===== config.mk =====
export PLATFORM = sky130hd
export DESIGN_NAME = csr_data_port_and_master_control
export DESIGN_NICKNAME = d
export VERILOG_FILES = /design/src/sticky_event_flags.v /design/src/ready_watchdog.v /design/src/csr_data_port_and_master_control.v
export VERILOG_INCLUDE_DIRS = /design/src
export SDC_FILE = /design/constraint.sdc
export NUM_CORES = 1
export LEC_CHECK = 0
export BUFFER_PORTS_ARGS = -buffer_cell sky130_fd_sc_hd__buf_2
export CAP_MARGIN = 40
export CORE_MARGIN = 2
export CORE_UTILIZATION = 56
export CTS_BUF_LIST = sky130_fd_sc_hd__clkbuf_4
export DETAILED_ROUTE_END_ITERATION = 8
export PLACE_DENSITY = 0.95
export SLEW_MARGIN = 20
export SYNTH_ARGS = -nofsm -noshare
export SYNTH_HDL_FRONTEND = slang
export SYNTH_SLANG_ARGS = --single-unit
export TNS_END_PERCENT = 20

===== constraint.sdc =====
create_clock -name i_ref_clk -period 11.68 [get_ports i_ref_clk]
set_input_delay 1.752 -clock i_ref_clk [delete_from_list [all_inputs] [get_ports i_ref_clk]]
set_output_delay 1.752 -clock i_ref_clk [all_outputs]
set_load 0.01 [all_outputs]

===== src/csr_port_map.vh =====
// Register map, field positions, reset values and timing counts of the CSR port block
// How it works
// - Data port writes and reads the register chosen by the select port.
// - Priority demand bit starts priority block service, device clears it when done.
// - Stopped flag read-only, set by reset or stop; holds core in reset.
// - Transmit disable lets current frame finish, then stops all transmit ring access.
// - Receive disable lets current frame finish, then refuses frames; local busy from the moment it is set, outside the stopped phase.
// - Transmitter-on sets at start with disable clear, or when disable clears later.
// - Transmitter-on clears on disable recognised, stop, or reset; writes ignored.
// - Receiver-on sets at start with disable clear, or when disable clears later.
// - Receiver-on clears on disable recognised, stop, or reset; writes ignored.
// - Interrupt pin low only when interrupt enable and interrupt flag both set.
// - Interrupt enable read/write, cleared by stop or reset, not settable while stopped.
// - Interrupt flag is OR of the five event bits, cleared with them.
// - Memory error sets when ready misses 256 cycles after address as master.
// - Memory error releases bus, turns off receiver and transmitter, interrupts.
// - Error bits set by device only, write one clears, stop or reset clears.
// - Missed frame bit sets when a channel drops a frame, then interrupts.
// - Address of missed frame reported on a status request.
// - Select bits 3 to 1 choose the register; reset clears the select port.
// - Transmit interrupt bit sets on transmit ring update, write one clears.
`ifndef CSR_PORT_MAP_VH
`define CSR_PORT_MAP_VH

// Select port fields
`define SEL_BYTE_MODE_BIT 7
`define SEL_INDEX_HI 3
`define SEL_INDEX_LO 1
`define SEL_HIGH_BYTE_BIT 0
`define SEL_RESET 8'h00

// Register indices reached through the data port
`define IDX_MAIN_CONTROL_STATUS 3'h0
`define IDX_LAST_EXT 3'h5

// Main control/status field positions
`define MCS_PRIORITY_TX_DEMAND 15
`define MCS_STOPPED 14
`define MCS_TX_DISABLE 13
`define MCS_RX_DISABLE 12
`define MCS_TX_ACTIVE 11
`define MCS_RX_ACTIVE 10
`define MCS_IRQ_ENABLE 9
`define MCS_IRQ_FLAG 8
`define MCS_MEM_TIMEOUT_ERR 7
`define MCS_MISSED_FRAME 6
`define MCS_PRIMITIVE_IRQ 3
`define MCS_TX_IRQ 2
`define MCS_RX_IRQ 1

// Sticky event vector order: missed, mem err, primitive, tx, rx
`define EVT_MISSED 4
`define EVT_MEM_ERR 3
`define EVT_PRIM 2
`define EVT_TX 1
`define EVT_RX 0
`define EVT_COUNT 5

// Bus master ready timeout in system clock cycles
`define MEM_TIMEOUT_CYC 256

`endif


===== src/sticky_event_flags.v =====
// Bank of sticky event flags with write-one-to-clear and set priority
module sticky_event_flags #(
  parameter WIDTH = 5
) (
  // Clock and reset
  input wire i_ref_clk,
  input wire i_rst,
  // Events and clears
  input wire [WIDTH-1:0] i_set,
  input wire [WIDTH-1:0] i_clr,
  // Flags
  output wire [WIDTH-1:0] o_flag
);

  reg [WIDTH-1:0] flag;

  genvar g;
  generate
    for (g = 0; g < WIDTH; g = g + 1)
    begin : g_flag
      always @(posedge i_ref_clk or posedge i_rst)
      begin
        if (i_rst)
          flag[g] <= 1'b0;
        else if (i_set[g])
          flag[g] <= 1'b1; // Set wins over a clear in the same cycle
        else if (i_clr[g])
          flag[g] <= 1'b0;
      end
    end
  endgenerate

  assign o_flag = flag;

endmodule // sticky_event_flags


===== src/ready_watchdog.v =====
// Counts cycles a master access waits for ready and flags a timeout
module ready_watchdog #(
  parameter LIMIT = 256,
  parameter CW = 9
) (
  // Clock and reset
  input wire i_ref_clk,
  input wire i_rst,
  // Access status
  input wire i_waiting,
  // Timeout event
  output reg o_timeout
);

  reg [CW-1:0] count;
  reg fired;

  always @(posedge i_ref_clk or posedge i_rst)
  begin
    if (i_rst)
    begin
      count <= {CW{1'b0}};
      fired <= 1'b0;
      o_timeout <= 1'b0;
    end
    else if (!i_waiting)
    begin
      count <= {CW{1'b0}};
      fired <= 1'b0;
      o_timeout <= 1'b0;
    end
    else
    begin
      // One pulse per stalled access
      if (count == LIMIT[CW-1:0] - 1'b1 && !fired)
      begin
        o_timeout <= 1'b1;
        fired <= 1'b1;
      end
      else
        o_timeout <= 1'b0;
      if (!fired)
        count <= count + 1'b1;
    end
  end

endmodule // ready_watchdog


===== src/csr_data_port_and_master_control.v =====
// Host register ports and the main control/status register logic
`include "csr_port_map.vh"

module csr_data_port_and_master_control #(
  parameter ADDR_W = 24
) (
  // Clock and reset
  input wire i_ref_clk,
  input wire i_rst,
  // Host slave port
  input wire i_sel,
  input wire i_port_is_select,
  input wire i_wr,
  input wire i_rd,
  input wire [15:0] i_wdata,
  output reg [15:0] o_rdata,
  output reg o_rvalid,
  // Other control registers
  output reg [2:0] o_ext_index,
  output reg o_ext_wr,
  output reg [15:0] o_ext_wdata,
  input wire [15:0] i_ext_rdata,
  output reg o_byte_mode,
  output reg o_high_byte,
  // Primitive and core events
  input wire i_start_prim,
  input wire i_stop_prim,
  input wire i_tx_frame_busy,
  input wire i_rx_frame_busy,
  input wire i_prio_done,
  input wire i_rx_ring_update,
  input wire i_tx_ring_update,
  input wire i_prim_update,
  input wire i_rx_drop,
  input wire [ADDR_W-1:0] i_drop_addr,
  input wire i_status_req,
  // Bus master status
  input wire i_bus_master,
  input wire i_addr_driven,
  input wire i_ready,
  // Control outputs
  output reg o_stopped,
  output reg o_tx_ring_enable,
  output reg o_rx_ring_enable,
  output reg o_local_busy,
  output reg o_prio_service,
  output reg o_bus_release,
  output reg [ADDR_W-1:0] o_status_addr,
  output reg o_status_valid,
  output reg o_irq_flag_n
);

  // ****************************************
  // Host access decode
  // ****************************************
  wire access_wr;
  wire access_rd;
  wire sel_wr;
  wire data_wr;
  wire mcs_wr;
  wire ext_hit;
  reg [7:0] select_port;
  wire [2:0] index;

  assign access_wr = i_sel & i_wr;
  assign access_rd = i_sel & i_rd;
  assign sel_wr = access_wr & i_port_is_select;
  assign data_wr = access_wr & ~i_port_is_select;
  assign index = select_port[`SEL_INDEX_HI:`SEL_INDEX_LO];
  assign mcs_wr = data_wr & (index == `IDX_MAIN_CONTROL_STATUS);
  assign ext_hit = (index != `IDX_MAIN_CONTROL_STATUS) && (index <= `IDX_LAST_EXT);

  always @(posedge i_ref_clk or posedge i_rst)
  begin
    if (i_rst)
      select_port <= `SEL_RESET;
    else if (sel_wr)
      select_port <= {i_wdata[7], 3'b000, i_wdata[3:0]};
  end

  // ****************************************
  // Control state
  // ****************************************
  reg stopped;
  reg tx_disable;
  reg rx_disable;
  reg tx_active;
  reg rx_active;
  reg irq_enable;
  reg prio_demand;
  reg prio_rearm;
  reg [ADDR_W-1:0] drop_addr;
  wire [`EVT_COUNT-1:0] evt_set;
  wire [`EVT_COUNT-1:0] evt_clr;
  wire [`EVT_COUNT-1:0] evt_flag;
  wire irq_flag;
  wire mem_timeout;
  wire tx_disable_seen;
  wire rx_disable_seen;
  wire prio_write;

  // Core events only count outside the stopped phase; primitive update counts at any time
  assign evt_set[`EVT_MISSED] = i_rx_drop & ~stopped;
  assign evt_set[`EVT_MEM_ERR] = mem_timeout & ~stopped;
  assign evt_set[`EVT_PRIM] = i_prim_update;
  assign evt_set[`EVT_TX] = i_tx_ring_update & ~stopped;
  assign evt_set[`EVT_RX] = i_rx_ring_update & ~stopped;

  // Write one clears, stop clears all
  assign evt_clr[`EVT_MISSED] = (mcs_wr & i_wdata[`MCS_MISSED_FRAME]) | i_stop_prim;
  assign evt_clr[`EVT_MEM_ERR] = (mcs_wr & i_wdata[`MCS_MEM_TIMEOUT_ERR]) | i_stop_prim;
  assign evt_clr[`EVT_PRIM] = (mcs_wr & i_wdata[`MCS_PRIMITIVE_IRQ]) | i_stop_prim;
  assign evt_clr[`EVT_TX] = (mcs_wr & i_wdata[`MCS_TX_IRQ]) | i_stop_prim;
  assign evt_clr[`EVT_RX] = (mcs_wr & i_wdata[`MCS_RX_IRQ]) | i_stop_prim;

  sticky_event_flags #(
    .WIDTH(`EVT_COUNT)
  ) u_flags (
    .i_ref_clk(i_ref_clk),
    .i_rst(i_rst),
    .i_set(evt_set),
    .i_clr(evt_clr),
    .o_flag(evt_flag)
  );

  assign irq_flag = |evt_flag;

  ready_watchdog #(
    .LIMIT(`MEM_TIMEOUT_CYC),
    .CW(9)
  ) u_watchdog (
    .i_ref_clk(i_ref_clk),
    .i_rst(i_rst),
    .i_waiting(i_bus_master & i_addr_driven & ~i_ready),
    .o_timeout(mem_timeout)
  );

  // Disable recognised once any frame in progress is finished
  assign tx_disable_seen = tx_disable & ~i_tx_frame_busy;
  assign rx_disable_seen = rx_disable & ~i_rx_frame_busy;
  assign prio_write = mcs_wr & i_wdata[`MCS_PRIORITY_TX_DEMAND];

  // ****************************************
  // Transmitter and receiver on
  // ****************************************
  reg next_tx_active;
  reg next_rx_active;
  wire tx_enable_write;
  wire rx_enable_write;

  // Host clearing a set disable bit while running
  assign tx_enable_write = ~stopped & mcs_wr & tx_disable & ~i_wdata[`MCS_TX_DISABLE];
  assign rx_enable_write = ~stopped & mcs_wr & rx_disable & ~i_wdata[`MCS_RX_DISABLE];

  always @*
  begin
    next_tx_active = tx_active;
    if (i_stop_prim || mem_timeout)
      next_tx_active = 1'b0;
    else if (tx_enable_write)
      next_tx_active = 1'b1;
    else if (tx_disable_seen)
      next_tx_active = 1'b0;
    else if (i_start_prim && !tx_disable)
      next_tx_active = 1'b1;
  end

  always @*
  begin
    next_rx_active = rx_active;
    if (i_stop_prim || mem_timeout)
      next_rx_active = 1'b0;
    else if (rx_enable_write)
      next_rx_active = 1'b1;
    else if (rx_disable_seen)
      next_rx_active = 1'b0;
    else if (i_start_prim && !rx_disable)
      next_rx_active = 1'b1;
  end

  always @(posedge i_ref_clk or posedge i_rst)
  begin
    if (i_rst)
    begin
      stopped <= 1'b1;
      tx_disable <= 1'b0;
      rx_disable <= 1'b0;
      tx_active <= 1'b0;
      rx_active <= 1'b0;
      irq_enable <= 1'b0;
      prio_demand <= 1'b0;
      prio_rearm <= 1'b0;
    end
    else
    begin
      if (mcs_wr)
      begin
        tx_disable <= i_wdata[`MCS_TX_DISABLE];
        rx_disable <= i_wdata[`MCS_RX_DISABLE];
      end

      // Stopped phase
      if (i_stop_prim)
        stopped <= 1'b1;
      else if (i_start_prim)
        stopped <= 1'b0;

      // Ring access acknowledge bits
      tx_active <= next_tx_active;
      rx_active <= next_rx_active;

      // Interrupt enable
      if (i_stop_prim)
        irq_enable <= 1'b0;
      else if (mcs_wr)
      begin
        if (!i_wdata[`MCS_IRQ_ENABLE])
          irq_enable <= 1'b0;
        else if (!stopped)
          irq_enable <= 1'b1;
      end

      // Priority demand with re-arm during service
      if (stopped || i_stop_prim)
      begin
        prio_demand <= 1'b0;
        prio_rearm <= 1'b0;
      end
      else if (i_prio_done)
      begin
        prio_demand <= prio_write | prio_rearm;
        prio_rearm <= 1'b0;
      end
      else if (prio_write)
      begin
        prio_demand <= 1'b1;
        if (prio_demand)
          prio_rearm <= 1'b1;
      end
    end
  end

  // ****************************************
  // Missed frame address report
  // ****************************************
  always @(posedge i_ref_clk or posedge i_rst)
  begin
    if (i_rst)
    begin
      drop_addr <= {ADDR_W{1'b0}};
      o_status_addr <= {ADDR_W{1'b0}};
      o_status_valid <= 1'b0;
    end
    else
    begin
      if (evt_set[`EVT_MISSED])
        drop_addr <= i_drop_addr;
      o_status_valid <= i_status_req;
      if (i_status_req)
        o_status_addr <= drop_addr;
    end
  end

  // ****************************************
  // Read data and registered outputs
  // ****************************************
  reg [15:0] mcs_value;
  reg [15:0] next_rdata;

  // Main register image
  always @*
  begin
    mcs_value = 16'h0000;
    mcs_value[`MCS_PRIORITY_TX_DEMAND] = prio_demand;
    mcs_value[`MCS_STOPPED] = stopped;
    mcs_value[`MCS_TX_DISABLE] = tx_disable;
    mcs_value[`MCS_RX_DISABLE] = rx_disable;
    mcs_value[`MCS_TX_ACTIVE] = tx_active;
    mcs_value[`MCS_RX_ACTIVE] = rx_active;
    mcs_value[`MCS_IRQ_ENABLE] = irq_enable;
    mcs_value[`MCS_IRQ_FLAG] = irq_flag;
    mcs_value[`MCS_MEM_TIMEOUT_ERR] = evt_flag[`EVT_MEM_ERR];
    mcs_value[`MCS_MISSED_FRAME] = evt_flag[`EVT_MISSED];
    mcs_value[`MCS_PRIMITIVE_IRQ] = evt_flag[`EVT_PRIM];
    mcs_value[`MCS_TX_IRQ] = evt_flag[`EVT_TX];
    mcs_value[`MCS_RX_IRQ] = evt_flag[`EVT_RX];
  end

  always @*
  begin
    if (i_port_is_select)
      next_rdata = {8'h00, select_port};
    else if (index == `IDX_MAIN_CONTROL_STATUS)
      next_rdata = mcs_value;
    else if (index <= `IDX_LAST_EXT)
      next_rdata = i_ext_rdata;
    else
      next_rdata = 16'h0000;
  end

  always @(posedge i_ref_clk or posedge i_rst)
  begin
    if (i_rst)
    begin
      o_rdata <= 16'h0000;
      o_rvalid <= 1'b0;
      o_ext_index <= 3'h0;
      o_ext_wr <= 1'b0;
      o_ext_wdata <= 16'h0000;
      o_byte_mode <= 1'b0;
      o_high_byte <= 1'b0;
      o_stopped <= 1'b1;
      o_tx_ring_enable <= 1'b0;
      o_rx_ring_enable <= 1'b0;
      o_local_busy <= 1'b0;
      o_prio_service <= 1'b0;
      o_bus_release <= 1'b0;
      o_irq_flag_n <= 1'b1;
    end
    else
    begin
      // Host read and write paths
      o_rvalid <= access_rd;
      if (access_rd)
        o_rdata <= next_rdata;
      o_ext_index <= index;
      o_ext_wr <= data_wr & ext_hit;
      if (data_wr)
        o_ext_wdata <= i_wdata;
      o_byte_mode <= select_port[`SEL_BYTE_MODE_BIT];
      o_high_byte <= select_port[`SEL_HIGH_BYTE_BIT];
      // Phase and ring controls
      o_stopped <= stopped;
      o_tx_ring_enable <= tx_active & ~stopped;
      o_rx_ring_enable <= rx_active & ~stopped;
      o_local_busy <= rx_disable & ~stopped;
      o_prio_service <= prio_demand & tx_active;
      o_bus_release <= mem_timeout;
      o_irq_flag_n <= ~(irq_enable & irq_flag);
    end
  end

endmodule // csr_data_port_and_master_control


==> results of run 1 <==
-- report_power, final --
part	internal, mW	switching, mW
combinational	0.100	0.0991
clock	0.152	0.160
sequential	0.499	0.0505
total	0.750	0.309
-- worst min-delay path by stage --
stage,from,to,slack [ns],depth (start not counted)
after CTS,select_port[7],o_byte_mode,0.43,0
after floorplan,stopped,o_stopped,0.35,0
after global routing,select_port[7],o_byte_mode,0.44,0
final,select_port[7],o_byte_mode,0.44,0
after global placement,select_port[0],o_high_byte,0.39,0
after detailed placement,select_port[7],o_byte_mode,0.41,0
-- metrics by stage --
stage               utilization  instance area (um^2)  setup slack [ns]  hold slack [ns]
floorplan                     -                  5080              6.63            0.353
global placement          0.669                  5860              8.37            0.394
detailed placement        0.669                  5860              8.34            0.409
CTS                       0.703                  6160              8.77            0.431
global route              0.708                  6210              8.69            0.444
finish                    0.708                  6210              8.78            0.440
-- cell type report --
class / instances / area, um^2 / area share
Clock buffer: 18 / 135 / 0.0218
Clock inverter: 13 / 168 / 0.0270
Inverter: 6 / 25.0 / 0.00403
Multi-Input combinational cell: 270 / 1850 / 0.299
Sequential cell: 124 / 3110 / 0.501
Tap cell: 108 / 135 / 0.0218
Timing Repair Buffer: 149 / 783 / 0.126
-- per-layer routing --
metal	GRT usage	routed length [um]	vias to the layer above
li1	-	-	1783
met1	0.313	4670	1864
met2	0.378	5770	151
met3	0.0485	663	20
met4	0.103	283	0
met5	0	0	-
-- placed cells by master, fill, tap and decap left out, types with 5 or more instances in the layout --
cell type / synthesis / layout
nor2_1: 14 / 14
clkbuf_4: 0 / 18
nand3_1: 8 / 8
nand2_1: 71 / 71
nand3b_1: 5 / 5
and3b_1: 9 / 9
a21oi_1: 14 / 14
nand4b_1: 5 / 5
nor2b_1: 12 / 11
mux2_2: 56 / 56
o21ai_0: 18 / 18
a221oi_1: 8 / 8
buf_2: 5 / 145
dfrtp_1: 121 / 121
-- registers in the layout, summed over array words and instances (netlist names), 3 cells and up --
signal            flops
o_rdata              16
select_port           5
o_ext_index           3
drop_addr            24
o_status_addr        24
u_flags.o_flag        5
u_watchdog.count      9
o_ext_wdata          16
-- cells by family after synthesis --
group | Yosys count | share of synthesized area
simple gates | 148 | 0.151
flops | 124 | 0.611
compound gates | 60 | 0.0768
mux | 57 | 0.126
buf+inv | 30 | 0.0251
xor+xnor | 3 | 0.00517
fa+ha+maj | 2 | 0.00492
==> impl_metrics.tcl, run 1 <==
set metrics [dict create \
    status "finished clean" \
    numPortBuffers 145 \
    r2r_end "tx_active" \
    rr_worst_depth 3 \
    synth.most_common_cell "dfrtp_1" \
    drt_iter0_markers 229 \
    clock-sinks 124 \
    grt.overflow.total 0 \
    drt_pass1_iterations 5 \
    period_share 0.248 \
    chipHeight_um 99.3 \
    arrival_ns 3.30 \
    async_reset_ff_frac 1.00 \
    seq_area_frac_synth 0.611 \
    fill_cells 625 \
    final_cell_count_no_fill 688 \
    max_slew_margin 0.509 \
    worstPathCellList "buf_2 -> nand3b_1 -> or4_1 -> a31oi_1" \
    drv_cap 0 \
    diodes 0 \
    synthTopCellsByArea "dfrtp_1 (60%), mux2_2 (12%), nand2_1 (5.2%)" \
    hold_buffers 0 \
    clock_skew_ns 0.0185 \
    start_util 0.580 \
    slowest_delay_ns 0.61 \
    critical_path_buf_inv_count 1 \
    grt_max_degree 71 \
    final-max-slew-violation-count 0 \
    drt_wl_total_mm 11.4 \
    ant_nets 0 \
    io-pin-count 146 \
    ys_seq_elements 124 \
    drive_gt1_frac 0.433 \
    antenna_found_initial 0 \
    cp_slowest_cell "or4_1" \
    insertion_delay_ns 0.49 \
    cts_resized 0 \
    fin_tns_setup_ns 0 \
    min_path_type "reg -> reg" \
    drcViolationCount 0 \
    h-tree-depth 4 \
    r2r-start "select_port[2]" \
    grt_pass1_vias 3756 \
    p_total_mw 1.06 \
    finalCriticalPeriod_ns 2.90 \
    worstSetupStartpoint "i_port_is_select" \
    via_count 3818 \
    grtUsageTotal 0.235 \
    drt-wirelength-per-cell_um 16.6 \
    path_clk_slew_ns 0.11 \
    cts.root.buffer_cell "clkbuf_4" \
    gp_congestion 0.861 \
    critPathCapture "tx_active" \
    yosys.area.top_type_share 0.595 \
    startpoint_type "input port" \
    setup.worst_path.class "in -> reg" \
    core_um2 8760 \
    fmax_mhz 345 \
    synth-main-ff-cell "dfrtp_1" \
    rsz0062_at_grt "no" \
    cts_tree "done" \
    end_kind "flip-flop" \
    r2r_setup_slack_ns 9.72 \
    netlist_instances 424 \
    syn_area_per_cell_um2 12.0 \
    synth_top_area_cell "dfrtp_1" \
    yosysWarnings 0 \
    synthToLayoutAreaGrowth_pct 22.0 \
    worstPathMaxFanout 19 \
    cp_num_cells 4 \
    die_x_um 99.3 \
    cts_setup_buffers 0 \
    synth_fp_nets 501 \
    die_area_um2 9860 \
    fin_nets 645 \
    grt_pass1_wl_mm 18.2 \
    cts_buffers 17 \
    finalHoldViolCount 0 \
    cts_buffer_depth 2 \
    dp_hpwl_mm 8.14 \
    synth_edf_count 0 \
    yosysUniqueCellTypes 43 \
    rows 34 \
    yosys-top-cells-count "dfrtp_1 (121), nand2_1 (71), mux2_2 (56)" \
    required_ns 12.07 \
    worstMarginPinSlew_ns 0.734 \
    dpl.cell_count 655 \
    cp_top_family "simple AND/OR/NAND/NOR gates" \
    power_density_nw_per_um2 171 \
    via_per_inst 5.55 \
    synth_area_um2 5080 \
    p_leak_nw 3.02 \
    vdd_drop_max_uv 82.2 \
    setup_viol_count_final 0 \
]
No activity file was read; power rests on OpenSTA's default activity.
==> run 2: changes to the inputs <==
--- a/config.mk
+++ b/config.mk
@@ -6,13 +6,14 @@
 export SDC_FILE = /design/constraint.sdc
 export NUM_CORES = 1
 export LEC_CHECK = 0
+export ABC_AREA = 1
 export BUFFER_PORTS_ARGS = -buffer_cell sky130_fd_sc_hd__buf_2
 export CAP_MARGIN = 40
 export CORE_MARGIN = 2
-export CORE_UTILIZATION = 56
+export CORE_UTILIZATION = 48
 export CTS_BUF_LIST = sky130_fd_sc_hd__clkbuf_4
 export DETAILED_ROUTE_END_ITERATION = 8
-export PLACE_DENSITY = 0.95
+export PLACE_DENSITY = 0.9
 export SLEW_MARGIN = 20
 export SYNTH_ARGS = -nofsm -noshare
 export SYNTH_HDL_FRONTEND = slang
==> constraint.sdc (replaced) <==
create_clock -name i_ref_clk -period 2.6 [get_ports i_ref_clk]
set_input_delay 0.39 -clock i_ref_clk [delete_from_list [all_inputs] [get_ports i_ref_clk]]
set_output_delay 0.39 -clock i_ref_clk [all_outputs]
set_load 0.01 [all_outputs]
==> run 2 against run 1 <==
Cell count grew 9.9%. Critical endpoint is now drop_addr[18]. Utilization shrank 11 points. Global-route usage shrank 2.9 points. Via count shrank 0.31%. Sequential power grew to 4.4 times the previous value. Wire length shrank 3.6%. Area after synthesis shrank 1.4%. Total power grew to 4.3 times the previous value. Sequential share of layout area grew 0.50 points. Register-to-register slack lost 8.8 ns. Critical path depth shrank 1.
==> impl_metrics.tcl, run 2 <==
set metrics [dict create \
    drt-wirelength-per-cell_um 14.5 \
    fin_ws_ns 0.878 \
    rows 37 \
    synthSimpleGateAreaFrac 0.156 \
    r2r-start "stopped" \
    fin_tns_setup_ns 0 \
    async_reset_ff_frac 1.00 \
    required_ns 2.99 \
    die_area_um2 11300 \
    via_count 3806 \
    synth_edf_count 0 \
    min_path_type "in -> reg" \
    fill_cells 825 \
    grt_pass1_vias 3747 \
    synth.most_common_cell "dfrtp_1" \
    cts_setup_buffers 0 \
    start_util 0.490 \
    h-tree-depth 4 \
    synth_fp_nets 528 \
    clock-sinks 124 \
    io-pin-count 146 \
    synthAdderAreaFrac 0.00499 \
    insertion_delay_ns 0.52 \
    startpoint_type "flip-flop" \
    arrival_ns 2.11 \
    grt.overflow.total 0 \
    drt_iter0_markers 227 \
    cp_slowest_cell "dfstp_2" \
    worstPathMaxFanout 25 \
    setup.worst_path.class "reg -> reg" \
    slowest_delay_ns 0.59 \
    fmax_mhz 581 \
    drt_pass1_iterations 5 \
    cts_buffers 17 \
    top_regs "drop_addr: 24 flops, o_status_addr: 24 flops" \
    synthToLayoutAreaGrowth_pct 22.5 \
    worstMarginPinSlew_ns 0.622 \
    status "finished clean" \
    hp-start "i_prim_update" \
    drcViolationCount 0 \
    finalCriticalPeriod_ns 1.72 \
    synth_top_family_by_area "simple AND/OR/NAND/NOR gates" \
    final-max-slew-violation-count 0 \
    layout_commonest_cell "buf_2" \
    ys_seq_elements 124 \
    synth_top_area_cell "dfrtp_1" \
    finalHoldViolCount 0 \
    seq_area_frac_synth 0.620 \
    path_clk_slew_ns 0.09 \
    worstSetupStartpoint "stopped" \
    gp_congestion 0.876 \
    rsz0062_at_grt "no" \
    end_kind "flip-flop" \
    max_slew_margin 0.584 \
    cts_tree "done" \
    synthXorXnorAreaFrac 0 \
    cts_buffer_depth 2 \
    grtUsageTotal 0.206 \
    antenna_found_initial 2 \
    period_share 0.662 \
    drive_gt1_frac 0.401 \
    yosys-top-cells-count "dfrtp_1 (121), nand2_1 (106), mux2_2 (53)" \
    die_x_um 106 \
    layout_common_cells "buf_2 (145), dfrtp_1 (121), nand2_1 (106)" \
    netlist_instances 451 \
    syn_area_per_cell_um2 11.1 \
    synthTopCellsByArea "dfrtp_1 (60%), mux2_2 (12%), nand2_1 (7.9%)" \
    synth_area_um2 5010 \
    grt_max_degree 72 \
    synthMuxAreaShare 0.128 \
    vdd_drop_max_uv 294 \
    synth_compound_area_frac 0.0492 \
    fin_nets 682 \
    yosysWarnings 0 \
    multi_input_area_um2 1690 \
    grt_pass1_wl_mm 17.8 \
    yosys.area.top_type_share 0.604 \
    setup_viol_count_final 0 \
    cts.root.buffer_cell "clkbuf_4" \
    ant_nets 0 \
    r2r_setup_slack_ns 0.88 \
    worstPathCellList "inv_2 -> nand2_2 -> mux2_2" \
    dp_hpwl_mm 8.06 \
    yosysUniqueCellTypes 30 \
    drt_wl_total_mm 11.0 \
    numPortBuffers 145 \
    via_per_inst 5.03 \
    p_leak_nw 3.17 \
    dp_slack_ns 0.889 \
    synth-main-ff-cell "dfrtp_1" \
    clock_skew_ns 0.0132 \
    power_density_nw_per_um2 741 \
    seqCellArea_um2 3110 \
    drv_cap 0 \
    core_um2 10200 \
    chipHeight_um 106 \
]
-- run 2: changes by cell type after synthesis, sizes merged, moves of 8 or more --
cell    change
nor2       +17
a221oi      -8
inv        +26
nand2      +37
nand3      +26
nor2b      -12
and3b       -9
clkbuf     -15
-- run 2: metrics by stage --
stage / total power, mW / hold WS [ns] / area [um^2] / utilization / std cells
2_1_floorplan: 2.95 / 0.374 / 5020 / - / 451
3_3_place_gp: 3.29 / 0.339 / 5870 / 0.574 / 721
3_5_place_dp: 3.35 / 0.341 / 5870 / 0.574 / 721
4_1_cts: 4.59 / 0.0340 / 6140 / 0.600 / 754
5_1_grt: 4.82 / 0.0275 / 6140 / 0.600 / 755
6_report: 4.55 / 0.0652 / 6140 / 0.601 / 756
-- run 2: cells by family after synthesis --
| logic type | Yosys count |
|---|---|
| AOI/OAI and AO/OA | 44 |
| adders and majority gates | 2 |
| buffers and inverters | 46 |
| DFF | 124 |
| muxes | 56 |
| and+or+nand+nor | 179 |
-- run 2: final timing paths --
check	to	depth (start not counted)
setup / recovery	drop_addr[18]	3
hold / removal	u_flags.o_flag[2]	3
setup reg to reg	drop_addr[18]	3
hold reg to reg	o_stopped	0
max in group asynchronous	stopped	4
min in group asynchronous	u_watchdog.count[1]	3
-- run 2: repair_timing --
item	4_1_cts	5_1_grt
hold buffers	1	0
endpoints found under the hold margin	6	0
gates resized for setup	0	0
-- run 2: layout make-up --
class,count,share of cell area
diodes,2,0.000814
multi-input cells,281,0.276
repair buffers,149,0.127
flip-flops and latches,124,0.506
inverters,32,0.0206
well taps,136,0.0277
clock inverters,11,0.0165
clock buffers,21,0.0257
-- run 2: power by group --
| group | switching [mW] | internal (mW) | leakage, nW |
|---|---|---|---|
| clock | 0.649 | 0.592 | 0.145 |
| sequential | 0.172 | 2.24 | 1.54 |
| combinational | 0.483 | 0.418 | 1.49 |
-- run 2: per-layer routing --
| layer | track usage | routed length (um) | up-vias |
|---|---|---|---|
| met5 | 0 | 0 | - |
| met4 | 0.0996 | 343 | 0 |
| met3 | 0.0638 | 734 | 24 |
| met2 | 0.333 | 5510 | 146 |
| met1 | 0.252 | 4400 | 1834 |
| li1 | - | - | 1802 |
-- run 2: critical path, delay by kind of cell, from the launching register on --
family,cells,cell delay [ns]
flip-flops,1,0.59
AND/OR/NAND/NOR,1,0.49
multiplexers,1,0.41
buffers and inverters,1,0.12
==> run 3: changes to the inputs <==
==> constraint.sdc (replaced) <==
create_clock -name i_ref_clk -period 1.52 [get_ports i_ref_clk]
set_input_delay 0.228 -clock i_ref_clk [delete_from_list [all_inputs] [get_ports i_ref_clk]]
set_output_delay 0.228 -clock i_ref_clk [all_outputs]
set_load 0.01 [all_outputs]
==> run 3 against run 2 <==
Via count is 6.9% higher. First-iteration DRC count is 1.8% lower. Non-clock buffer count is 62 higher. Clock skew is 0.0022 ns higher. Cell area is 11% higher. Utilization is 6.5 points higher. Critical endpoint is now u_watchdog.count[8]. Largest cell class unchanged. Largest power group unchanged. Highest routed layer unchanged.
==> impl_metrics.tcl, run 3 (same netlist as run 2, synthesis figures left out) <==
set metrics [dict create \
    diodes 0 \
    fmax_mhz 711 \
    vdd_drop_max_uv 620 \
    status "finished clean" \
    drt-wirelength-per-cell_um 15.2 \
    synthToLayoutAreaGrowth_pct 35.9 \
    grt_max_degree 55 \
    worstMarginPinSlew_ns 0.491 \
    cts_tree "done" \
    die_area_um2 11300 \
    cts.root.buffer_cell "clkbuf_4" \
    r2r-start "u_watchdog.count[0]" \
    core_um2 10200 \
    io-pin-count 146 \
    power_density_nw_per_um2 1200 \
    startpoint_type "flip-flop" \
    cts_buffers 17 \
    arrival_ns 1.84 \
    grt.overflow.total 0 \
    grt_pass1_vias 4192 \
    final-max-slew-violation-count 0 \
    end_kind "flip-flop" \
    final_cell_count_no_fill 816 \
    finalHoldViolCount 0 \
    r2r_end "u_watchdog.count[8]" \
    worstPathMaxFanout 3 \
    drv_cap 0 \
    fin_tns_setup_ns 0 \
    fill_cells 763 \
    slowest_delay_ns 0.41 \
    drt_iter0_markers 223 \
    path_clk_slew_ns 0.10 \
    drt_pass1_iterations 5 \
    min_path_type "in -> reg" \
    p_leak_nw 3.46 \
    worstPathCellList "ha_2 -> nand3_1 -> nor3_2 -> ha_1 -> nor2_1 -> a21oi_1 -> nor2_1" \
    cp_top_family "adder cells" \
    max_slew_margin 0.671 \
    gp_congestion 0.851 \
    critPathCapture "u_watchdog.count[8]" \
    cts_setup_buffers 0 \
    drt_wl_total_mm 12.4 \
    grt_pass1_wl_mm 20.4 \
    start_util 0.490 \
    clock-sinks 124 \
    grtUsageTotal 0.235 \
    final_util 0.666 \
    numPortBuffers 145 \
    finalCriticalPeriod_ns 1.41 \
    worstSetupStartpoint "u_watchdog.count[0]" \
    clock_skew_ns 0.0154 \
    cp_slowest_cell "dfrtp_1" \
    rows 37 \
    placed_area_um2 5980 \
    top_regs "drop_addr: 24 flops, o_status_addr: 24 flops" \
    critical_path_buf_inv_count 0 \
    via_per_inst 4.99 \
    h-tree-depth 4 \
    antenna_found_initial 0 \
    fin_area_um2 6810 \
    layout_common_cells "buf_2 (145), dfrtp_1 (121), nand2_1 (106)" \
    die_x_um 106 \
    layout_commonest_cell "buf_2" \
    period_share 0.926 \
    required_ns 1.95 \
    cp_common_cell "nor2_1" \
    p_total_mw 8.16 \
    drive_gt1_frac 0.384 \
    dpl.cell_count 731 \
    setup_viol_count_final 0 \
    ant_nets 0 \
    fin_nets 744 \
    chipHeight_um 106 \
    cts_buffer_depth 2 \
    rr_worst_depth 7 \
    dp_hpwl_mm 8.45 \
    drcViolationCount 0 \
    setup.worst_path.class "reg -> reg" \
    insertion_delay_ns 0.51 \
    r2r_setup_slack_ns 0.11 \
    cp_num_cells 7 \
    via_count 4068 \
]
run 3: changes by cell type in the layout (fill, tap and decap cells not counted), sizes merged:
cell,before,now
clkinv,8,9
dlygate4sd3,1,53
clkinvlp,2,1
clkbuf,21,20
diode,2,0
buf,148,158
bufinv,2,3
run 3: tightest hold or removal path: stages:
cell and delay, ns:
buf_2 0.08, nand2_1 0.04, nand2_1 0.05, o211ai_1 0.07, nand2_1 0.06
run 3: worst min path at each step:
| stage | startpoint | to | cells past startpoint |
|---|---|---|---|
| 6_report | i_ext_rdata[6] | o_rdata[6] | 5 |
| 5_1_grt | i_rx_frame_busy | rx_active | 3 |
| 4_1_cts | i_ready | u_watchdog.count[5] | 4 |
| 3_5_place_dp | i_rst | o_ext_wdata[15] | 3 |
| 3_3_place_gp | i_rst | drop_addr[4] | 3 |
| 2_1_floorplan | i_status_req | o_status_valid | 0 |
run 3: per-stage QoR:
step	hold WS [ns]	setup slack (ns)
floorplan	0.259	-0.231
global placement	0.382	0.164
detailed placement	0.378	0.0857
CTS	0.00312	0.0576
global route	0.0104	-0.0367
finish	0.0549	0.113
run 3: power breakdown:
group / internal [mW] / switching [mW] / total, mW
Clock: 1.16 / 1.15 / 2.31
Sequential: 3.83 / 0.309 / 4.13
Combinational: 0.840 / 0.873 / 1.71
Total: 5.82 / 2.33 / 8.16
run 3: final cells by class:
| cell class | count | area, um^2 | area share |
|---|---|---|---|
| clock buffer | 20 | 150 | 0.0220 |
| clock inverter | 12 | 129 | 0.0189 |
| timing repair buffer | 211 | 1420 | 0.208 |
| multi-input combinational | 281 | 1710 | 0.252 |
| inverter | 32 | 126 | 0.0185 |
| sequential | 124 | 3110 | 0.456 |
| tap | 136 | 170 | 0.0250 |
run 3: metal layers:
| layer | GRT usage | part of all wire | up-vias |
|---|---|---|---|
| li1 | - | - | 1928 |
| met1 | 0.279 | 0.40 | 1972 |
| met2 | 0.392 | 0.52 | 145 |
| met3 | 0.0589 | 0.048 | 23 |
| met4 | 0.125 | 0.028 | 0 |
| met5 | 0 | 0 | - |
run 3: timing repair:
action | 4_1_cts | 5_1_grt
hold buffers | 52 | 1
endpoints found under the hold margin | 180 | 1
endpoints found under the setup margin | 0 | 12
gates resized for setup | 0 | 5
